`src/design/cfg_router_regs.svh`:
```
`ifndef CFG_ROUTER_REGS_SVH
`define CFG_ROUTER_REGS_SVH

// --------------------------------------------------------------
// I/O addresses
// --------------------------------------------------------------
`define CFG_ADDR_PORT_IO 16'h0cf8
`define CFG_DATA_WIN_IO 16'h0cfc
`define CFG_FULL_DWORD 4'hf

// --------------------------------------------------------------
// Address port fields
// --------------------------------------------------------------
`define CFG_EN_BIT 31
`define CFG_BUS_HI 23
`define CFG_BUS_LO 16
`define CFG_DEV_HI 15
`define CFG_DEV_LO 11
`define CFG_FN_HI 10
`define CFG_FN_LO 8
`define CFG_REG_HI 7
`define CFG_REG_LO 2
`define CFG_ADDR_WMASK 32'h80fffffc
`define CFG_ADDR_RST 32'h00000000
`define CFG_DATA_RST 32'h00000000

// --------------------------------------------------------------
// Decode constants
// --------------------------------------------------------------
`define CFG_BUS_ZERO 8'h00
`define CFG_DEV_HOST 5'h00
`define CFG_DEV_PEG 5'h01
`define CFG_DEV_GFX 5'h02
`define CFG_FN_MAX 3'h1

`endif

```
`src/design/cfg_router_pkg.sv`:
```
package cfg_router_pkg;

    typedef enum logic [6:0] {
        TGT_NONE = 7'h01,
        TGT_HOST = 7'h02,
        TGT_PEG = 7'h04,
        TGT_GFX = 7'h08,
        TGT_PCIE = 7'h10,
        TGT_HUB = 7'h20,
        TGT_IO = 7'h40
    } target_t;

    typedef struct packed {
        logic [7:0] bus;
        logic [4:0] dev;
        logic [2:0] fn;
        logic [5:0] regn;
    } cfg_addr_t;

    typedef struct packed {
        logic valid;
        target_t target;
        logic type1;
        logic mabort;
        logic write;
        logic [7:0] hdr_byte6;
        logic [7:0] hdr_byte7;
        logic [7:0] hdr_byte8;
        logic [23:0] hub_addr;
        logic [31:0] wdata;
        logic [3:0] be;
    } cfg_req_t;

    typedef struct packed {
        logic [31:0] addr_port;
        logic [31:0] data_win;
        cfg_req_t req;
    } router_state_t;

endpackage

```
`src/design/config_address_router.sv`:
```
`timescale 1ns/1ps
`include "cfg_router_regs.svh"

// Notes on behaviour
// - Non-zero bus outside bridge range: type 1 cycle on south hub link.
// - Non-zero bus equal to secondary bus: type 0 request on PCIe.
// - Bus above secondary, up to subordinate: type 1 request on PCIe.
// - Bus goes to header byte 8, or hub address 23:16 on type 1.
// - Bus zero: device 0, 1, 2 are host, PCIe bridge, graphics.
// - Device field bits 15:11 to header byte 6 7:3 or hub 15:11.
// - Internal device accesses with function above 1 are ignored.
// - Function goes to header byte 6 2:0 or hub address 10:8.
// - Register field 7:2 to header byte 7 7:2 or hub 7:2.
// - Address port bits 1:0 reserved, never select a register.
// - Enable set: data window access becomes config transaction.
// - Data window is 32-bit read/write at 0cfc, resets to zero.
// - Address port at 0cf8 claimed only for full doubleword access.
// - Enable resets to 0; config access only while enable is 1.
// - Bus zero, no internal device: type 0 cycle on south hub link.
// - Type 0 PCIe access to non-zero device is master-aborted.
module config_address_router (
    // Clock and reset
    input wire logic i_clk,
    input wire logic i_rst_n,
    // Host I/O cycle
    input wire logic i_io_valid,
    input wire logic i_io_write,
    input wire logic [15:0] i_io_addr,
    input wire logic [3:0] i_io_be,
    input wire logic [31:0] i_io_wdata,
    output logic [31:0] o_io_rdata,
    output logic o_io_claimed,
    // Bridge bus window and enables
    input wire logic [7:0] i_sec_bus,
    input wire logic [7:0] i_sub_bus,
    input wire logic [2:0] i_dev_enable,
    // Routed request
    output cfg_router_pkg::cfg_req_t o_req
);
    // ----------------------------------------------------------
    // State
    // ----------------------------------------------------------
    cfg_router_pkg::router_state_t st_r;
    cfg_router_pkg::router_state_t st_nxt;
    cfg_router_pkg::target_t tgt;
    cfg_router_pkg::cfg_addr_t fld;
    logic type1;
    logic mabort;
    logic hit_addr;
    logic hit_data;
    logic cfg_en;

    cfg_decode u_decode (
        .i_addr_port(st_r.addr_port),
        .i_sec_bus(i_sec_bus),
        .i_sub_bus(i_sub_bus),
        .i_dev_enable(i_dev_enable),
        .o_target(tgt),
        .o_type1(type1),
        .o_mabort(mabort),
        .o_fields(fld)
    );

    assign cfg_en = st_r.addr_port[`CFG_EN_BIT];
    // Partial address port accesses fall through as plain I/O downstream
    assign hit_addr = i_io_valid && i_io_addr == `CFG_ADDR_PORT_IO
                      && i_io_be == `CFG_FULL_DWORD;
    assign hit_data = i_io_valid && i_io_addr == `CFG_DATA_WIN_IO;

    // ----------------------------------------------------------
    // Next state
    // ----------------------------------------------------------
    always_comb begin
        st_nxt = st_r;
        st_nxt.req.valid = 1'b0;
        if (hit_addr && i_io_write) begin
            // Reserved bits stay zero
            st_nxt.addr_port = i_io_wdata & `CFG_ADDR_WMASK;
        end
        if (hit_data && cfg_en) begin
            st_nxt.req.valid = 1'b1;
            st_nxt.req.target = tgt;
            st_nxt.req.type1 = type1;
            st_nxt.req.mabort = mabort;
            st_nxt.req.write = i_io_write;
            st_nxt.req.be = i_io_be;
            st_nxt.req.wdata = i_io_wdata;
            st_nxt.req.hdr_byte8 = fld.bus;
            st_nxt.req.hdr_byte6 = {fld.dev, fld.fn};
            st_nxt.req.hdr_byte7 = {fld.regn, 2'b00};
            // Bus bits only carried on hub type 1 cycles
            st_nxt.req.hub_addr = {(type1 ? fld.bus : `CFG_BUS_ZERO),
                                   fld.dev, fld.fn, fld.regn,
                                   2'b00};
            if (i_io_write) begin
                st_nxt.data_win = i_io_wdata;
            end
        end else if (hit_data) begin
            st_nxt.req.valid = 1'b1;
            st_nxt.req.target = cfg_router_pkg::TGT_IO;
            st_nxt.req.type1 = 1'b0;
            st_nxt.req.mabort = 1'b0;
            st_nxt.req.write = i_io_write;
            st_nxt.req.be = i_io_be;
            st_nxt.req.wdata = i_io_wdata;
        end
    end

    always_ff @(posedge i_clk or negedge i_rst_n) begin
        if (!i_rst_n) begin
            st_r <= '0;
            st_r.req.target <= cfg_router_pkg::TGT_NONE;
        end else begin
            st_r <= st_nxt;
        end
    end

    // ----------------------------------------------------------
    // Outputs
    // ----------------------------------------------------------
    assign o_io_claimed = hit_addr || (hit_data && cfg_en);
    assign o_req = st_r.req;

    always_comb begin
        o_io_rdata = 32'h00000000;
        if (hit_addr) begin
            o_io_rdata = st_r.addr_port;
        end else if (hit_data && cfg_en) begin
            o_io_rdata = st_r.data_win;
        end
    end
endmodule

```
`src/design/cfg_decode.sv`:
```
`timescale 1ns/1ps
`include "cfg_router_regs.svh"

module cfg_decode (
    // Latched address
    input wire logic [31:0] i_addr_port,
    // Bridge bus window and enables
    input wire logic [7:0] i_sec_bus,
    input wire logic [7:0] i_sub_bus,
    input wire logic [2:0] i_dev_enable,
    // Decode result
    output cfg_router_pkg::target_t o_target,
    output logic o_type1,
    output logic o_mabort,
    output cfg_router_pkg::cfg_addr_t o_fields
);
    cfg_router_pkg::cfg_addr_t f;
    logic internal_dev;
    logic fn_ok;

    always_comb begin
        // Bits 1:0 never reach the register field
        f.bus = i_addr_port[`CFG_BUS_HI:`CFG_BUS_LO];
        f.dev = i_addr_port[`CFG_DEV_HI:`CFG_DEV_LO];
        f.fn = i_addr_port[`CFG_FN_HI:`CFG_FN_LO];
        f.regn = i_addr_port[`CFG_REG_HI:`CFG_REG_LO];
        fn_ok = (f.fn <= `CFG_FN_MAX);
        internal_dev = 1'b0;
        o_target = cfg_router_pkg::TGT_HUB;
        o_type1 = 1'b0;
        o_mabort = 1'b0;
        if (f.bus == `CFG_BUS_ZERO) begin
            case (f.dev)
                `CFG_DEV_HOST: internal_dev = i_dev_enable[0];
                `CFG_DEV_PEG: internal_dev = i_dev_enable[1];
                `CFG_DEV_GFX: internal_dev = i_dev_enable[2];
                default: internal_dev = 1'b0;
            endcase
            if (internal_dev) begin
                if (!fn_ok) begin
                    o_target = cfg_router_pkg::TGT_NONE;
                end else if (f.dev == `CFG_DEV_HOST) begin
                    o_target = cfg_router_pkg::TGT_HOST;
                end else if (f.dev == `CFG_DEV_PEG) begin
                    o_target = cfg_router_pkg::TGT_PEG;
                end else begin
                    o_target = cfg_router_pkg::TGT_GFX;
                end
            end else begin
                o_target = cfg_router_pkg::TGT_HUB;
            end
        end else if (f.bus == i_sec_bus) begin
            o_target = cfg_router_pkg::TGT_PCIE;
            o_mabort = (f.dev != `CFG_DEV_HOST);
        end else if (f.bus > i_sec_bus && f.bus <= i_sub_bus) begin
            o_target = cfg_router_pkg::TGT_PCIE;
            o_type1 = 1'b1;
        end else begin
            o_target = cfg_router_pkg::TGT_HUB;
            o_type1 = 1'b1;
        end
        o_fields = f;
    end
endmodule

```
`config.mk`:
```
export PLATFORM = sky130hd
export DESIGN_NAME = config_address_router
export DESIGN_NICKNAME = d
export VERILOG_FILES = /design/src/design/cfg_router_pkg.sv /design/src/design/config_address_router.sv /design/src/design/cfg_decode.sv
export VERILOG_INCLUDE_DIRS = /design/src /design/src/design
export SDC_FILE = /design/constraint.sdc
export NUM_CORES = 1
export LEC_CHECK = 0
export ABC_CLOCK_PERIOD_IN_PS = 3300
export BUFFER_PORTS_ARGS = -buffer_cell sky130_fd_sc_hd__buf_2
export CORE_MARGIN = 2
export CORE_UTILIZATION = 40
export DETAILED_ROUTE_END_ITERATION = 8
export PLACE_DENSITY_LB_ADDON = 0.12
export SYNTH_ARGS = -nofsm -noshare
export SYNTH_HDL_FRONTEND = slang
export SYNTH_SLANG_ARGS = --single-unit
```
`constraint.sdc`:
```
create_clock -name i_clk -period 3.3 [get_ports i_clk]
set_clock_uncertainty 0.05 [all_clocks]
set_input_delay 0.99 -clock i_clk [delete_from_list [all_inputs] [get_ports i_clk]]
set_output_delay 0.99 -clock i_clk [all_outputs]
set_load 0.01 [all_outputs]
```
### Yosys cells after proc, flatten, opt, wreduce, memory -nomap -nowiden

Cells that the tools add are included.

* eq/ne operators: 6
* $lt $le $gt $ge: 3
* $mul: 0
* bitwise gates (word level): 0
* shift-type cells: 0
* div/mod/pow operators: 0
* muxes and demuxes: 20
* reductions and logical operators: 12
* add/subtract/negate cells: 0

Operators with widths (number)
* $mux 36: 2
* $mux 32: 2
* $mux 7: 5
* $eq 16x12->1 const B: 2
* $mux 11: 2
* $eq 8x8->1: 1
* $gt 8x8->1: 1
* $le 8x8->1: 1
* $logic_not 8->1: 1
* $mux 8: 1
* $logic_and 1x1->1: 6
* $mux 6: 1
* $eq 5x1->1 const B: 1
* $eq 5x2->1 const B: 1
* $logic_not 5->1: 1
* $mux 1: 5
* $reduce_bool 5->1: 1
* $eq 4x4->1 const B: 1
* $mux 4: 1
* $le 3x1->1 const B: 1
* $pmux 1 s3: 1
* $reduce_and 2->1: 1
* $reduce_bool 2->1: 1
* $logic_or 1x1->1: 1

* output and inout bits: 128
* ROM bits: 0
* word-level logic and storage cells: 54
* register bits after elaboration: 146
* memories kept: 0
* memory bits (writable): 0
* input bits: 75
* latch bits: 0

### Depth between registers and ports, before layout

* word-level depth: 7
* depth in mapped cells: 7
* gate-level depth less buffers: 7

### Cells and area by module

From an unflattened synthesis, not the netlist that was laid out.

* cell total of the unflattened synthesis: 564
* area total of the unflattened synthesis: 6904.1 µm²

By module, submodules not included
* config_address_router: seq. area each 3304.4 µm², area each 6185.9 µm², cells each 463, instances 1
* cfg_decode: seq. area each 0.0 µm², area each 718.2 µm², cells each 101, instances 1

### Worst setup path after synthesis

OpenSTA, ideal clock, no wires.

* kind: input to output
* start point: in i_io_addr[12]
* end point: out o_io_rdata[21]
* setup slack: -0.030 ns
* path buffers: 2
* cell stages on the path: 6
* required time: 2.260 ns
* data arrival time: 2.290 ns
* cell sequence: nor4b_4 > and3_1 > and3_1 > clkbuf_1 > clkbuf_1 > a22o_1

* cells in the longest elaborated chain, start to end: 5
* elaborated cells between the ends (all ways): 8
* those cells by class: 2 x eq/ne; 2 x mux; 4 x reduce/logical

Ends and longest elaborated chain
* from (decl): RTL line config_address_router.sv:28 `input wire logic [15:0] i_io_addr,`
* $eq 16x12->1 (no source line)
* $logic_and 1x1->1 (no source line)
* $logic_and 1x1->1: RTL line config_address_router.sv:128 `end else if (hit_data && cfg_en) begin`
* $mux 32: RTL line config_address_router.sv:128
* $mux 32 (*): RTL line config_address_router.sv:126 `if (hit_addr) begin`
* to (decl): RTL line config_address_router.sv:31 `output logic [31:0] o_io_rdata,`

Every way passes the cells marked *; elsewhere a longest branch is shown, timed or not.

### Worst setup path in the final report

* start point: in i_io_addr[12]
* end point: out o_io_rdata[31]

The elaborated chain is that of the path after synthesis.

==> summary.txt <==
Status
  • Status: finished, violations left
  • Violated checks: negative setup slack

Layout
  • Layout Nets: approximately 880
  • Share of layout cells above drive strength 1: a little over two fifths
  • Fin area: roughly 8200 µm²
  • Layout Utilization: around 51%
  • Layout area overhead: 23.7%
  • Seq. cell area: between 3000 and 4000 µm²
  • Finished Layout Cells: around 1.0k
  • Fillers: roughly 1.5k
  • Multi-input gate area: about 2500 µm²

Critical path
  • Critical Setup Path Class: primary input to output pin
  • R2R Path End: o_req[89]$_DFFE_PN0P_
  • WP buf/inv: 5
  • Critical Path Source: i_io_addr[12]
  • Reg-to-reg setup timing slack: about 1.1 ns
  • Crit path max-delay family: buffers and inverters
  • Slowest cell on crit path: nor4b_4
  • Worst Path Max Fanout: 8
  • Req. time, crit path: roughly 2.3 ns
  • WP data arrival: around 2.4 ns
  • CP endpoint kind: output pin
  • CP Capture Point: o_io_rdata[31]
  • Crit path cell chain: buf_6 > nor4b_4 > buf_4 > nand3_4 > nor4_4 > buf_6 > buf_8 > a21oi_1 > nor2_1 > buf_2
  • Reg-to-Reg Start: st_r[148]$_DFFE_PN0P_
  • CP Launch Type: primary input
  • Slowest stage delay, CP: 0.28 ns
  • Critical Path Stages: 10
  • R2r worst-path depth: 5
  • Top cell by count, worst path: buf_6

Global route
  • Grt ovf: 0
  • Pin count of the biggest net entering global routing: 64
  • Initial antenna violation count: 1
  • Overall Global Routing Usage: roughly a fifth
  • First-pass GRT wire length: ~28 mm
  • Vias in the first global route: approximately 5.1k

Clocking
  • Maximum root-to-sink buffer count: 2
  • CTS tree: done
  • H-tree depth: 4
  • CTS sink cnt: approximately 130
  • CTS clock-pin slew for the worst setup and hold paths: 0.05 ns
  • Hold buffer count at cts: 0
  • CTS Buf Count: 17
  • Clock tree root driver cell: clkbuf_16
  • Worst skew pair latency: 0.41 ns

Floorplanning
  • Starting Density: approximately two fifths
  • DIE WIDTH: about 130 µm
  • I/O Pins: between 200 and 250
  • CORE AREA: about 16000 µm²
  • Die Area: around 18000 µm²
  • Row Count: between 40 and 50
  • Die span in y: roughly 130 µm

Flow run
  • Max-Cap Viols: 0

Timing
  • Worst slew margin: 49.8%
  • Final Hold Viols: 0
  • PnR worst setup slack: -0.153 ns
  • Final worst path period need: about 3.5 ns
  • Max-slew violations: 0
  • Fmax: 290 MHz
  • Period utilization: 105%
  • Unrepaired setup endpoints after global routing: yes
  • Worst slew pin tran: 0.747 ns
  • Final setup fails: 27

Routing
  • Antenna Nets Post-Route: 0
  • WL/cell: around 17 µm
  • DR iter-0 viols: roughly 320
  • Vias post-DR: about 5k
  • Final WL: approximately 18 mm
  • DRC: 0
  • Post-DR vias/cell: between 4 and 5
  • Drt pass-1 iters: 5

Pwr
  • Total power: around 3.7 mW
  • Leakage: about 4.7 nW
  • Power Density: ~450 nW/µm²
  • Worst VDD drop: roughly 0.34 mV

Logic synthesis
  • Synth Instances: 658
  • Sequential-to-total area share from yosys stat: approximately 50%
  • Async S/R FF share, synth: between 90% and 100%
  • Number of synthesized flops with an enable pin: 0
  • Synth Flop Type: dfrtp_1
  • Post-synth cell types: between 40 and 50
  • Flops & latches, synth: 132
  • Synthesized area: roughly 6600 µm²
  • Yosys warnings: 0
  • Syn Area/Cell: 10.0 µm²

Place
  • Pre-CTS WS: -0.256 ns
  • HPWL after detailed placement: ~12 mm
  • RD Place Congestion: around 0.80
  • Placed Instance Area: ~7300 µm²
  • Port bufs: between 150 and 200
  • Placed cells: slightly below 1k

Min path
  • Worst hold path depth: 2
  • HP Class: flip-flop to flip-flop
## cells in the final DEF, fill, tap and decap left out, types with 4 or more instances in the layout
cell and instances:
nand3_1 11, dfrtp_1 131, conb_1 4, nor2_1 4, nand4_1 6, a22o_1 22
buf_4 19, ha_1 16, inv_1 17, nand3_2 5, nand2_1 199, o21ai_0 7
a21oi_1 8, buf_12 7, buf_8 4, clkbuf_16 17, clkinv_2 4, and2_4 8
mux2_2 55, buf_6 16, buf_2 185
## what timing repair did
| action | in CTS | in global routing |
|---|---|---|
| gates resized for setup | 38 | 2 |
| gates cloned | 3 | 0 |
| setup buffers | 10 | 4 |
| pin swaps | 12 | 3 |
| endpoints found under the hold margin | 0 | 0 |
| endpoints found under the setup margin | 33 | 33 |
## metal layers
layer | vias to the layer above | wire [µm] | global-route usage [%]
met4 | 0 | 343 | 8.06
met1 | 2392 | 7910 | 28.4
met3 | 28 | 1250 | 5.56
met5 | - | 0 | 0
met2 | 186 | 8280 | 32.2
li1 | 2334 | - | -
## per-stage QoR
stage | hold WS, ns | setup TNS [ns]
finish | 0.409 | -2.19
floorplan | 0.390 | 0
CTS | 0.413 | -2.36
detailed placement | 0.400 | -6.16
global placement | 0.397 | -5.08
global route | 0.437 | -4.32
## worst reg2reg max path, delay by kind of cell (launching register included)
| family | cells | cell delay (ns) |
|---|---|---|
| simple gates | 4 | 1.39 |
| flops | 1 | 0.50 |
| compound gates | 1 | 0.16 |
## how the worst min path moves through the flow
stage                             to             startpoint  slack [ns]
5_1_grt        o_req[66]$_DFFE_PN0N_  o_req[66]$_DFFE_PN0N_        0.44
3_3_place_gp   o_req[15]$_DFFE_PN0P_  o_req[15]$_DFFE_PN0P_        0.40
2_1_floorplan  o_req[10]$_DFFE_PN0P_  o_req[10]$_DFFE_PN0P_        0.39
6_report       o_req[21]$_DFFE_PN0P_  o_req[21]$_DFFE_PN0P_        0.41
3_5_place_dp   o_req[58]$_DFFE_PN0N_  o_req[58]$_DFFE_PN0N_        0.40
4_1_cts        o_req[58]$_DFFE_PN0N_  o_req[58]$_DFFE_PN0N_        0.41
## cell usage after synthesis, types with 3 or more instances
library cell  number  share of area, %
a21oi_1            8              0.61
ha_1              16               3.0
clkbuf_1          13              0.74
nand3_1           14               1.1
o21ai_0            7              0.53
nand3_2            3              0.46
nor2_1             4              0.23
or4_4              3              0.51
a22o_1            22               2.9
nand2_1          199                11
inv_1             17              0.97
and3_1             4              0.38
dfrtp_1          131                50
buf_2             15               1.1
buf_4             95                11
mux2_2            55               9.4
nand4_1            6              0.57
o21ai_1            3              0.23
and2_1            11               1.0
## layout make-up
| class | instances | share of cell area, % |
|---|---|---|
| Tap cell | 216 | 3.31 |
| Sequential cell | 132 | 40.5 |
| Antenna cell | 1 | 0.0307 |
| Timing Repair Buffer | 231 | 17.8 |
| Multi-Input combinational cell | 388 | 30.2 |
| Clock inverter | 9 | 1.55 |
| Inverter | 17 | 0.782 |
| Clock buffer | 23 | 5.86 |
## sequential cells by signal, summed over array words and instances, names as in the netlist
signal,count
cfg_en,1
o_req,77
st_r,54
## cells by family after synthesis
family	Yosys count	share of synthesized area [%]
adders and majority gates	16	3.03
AOI/OAI and AO/OA	50	5.46
and+or+nand+nor	261	17.9
DFF	132	50.1
buffers and inverters	141	13.7
other	1	0.0568
muxes	57	9.71
## power breakdown
group | total (mW) | internal, mW | switching, mW
sequential | 1.62 | 1.62 | 0.0000961
clock | 1.92 | 1.24 | 0.678
combinational | 0.128 | 0.0526 | 0.0755
No activity file was read; power rests on OpenSTA's default activity.
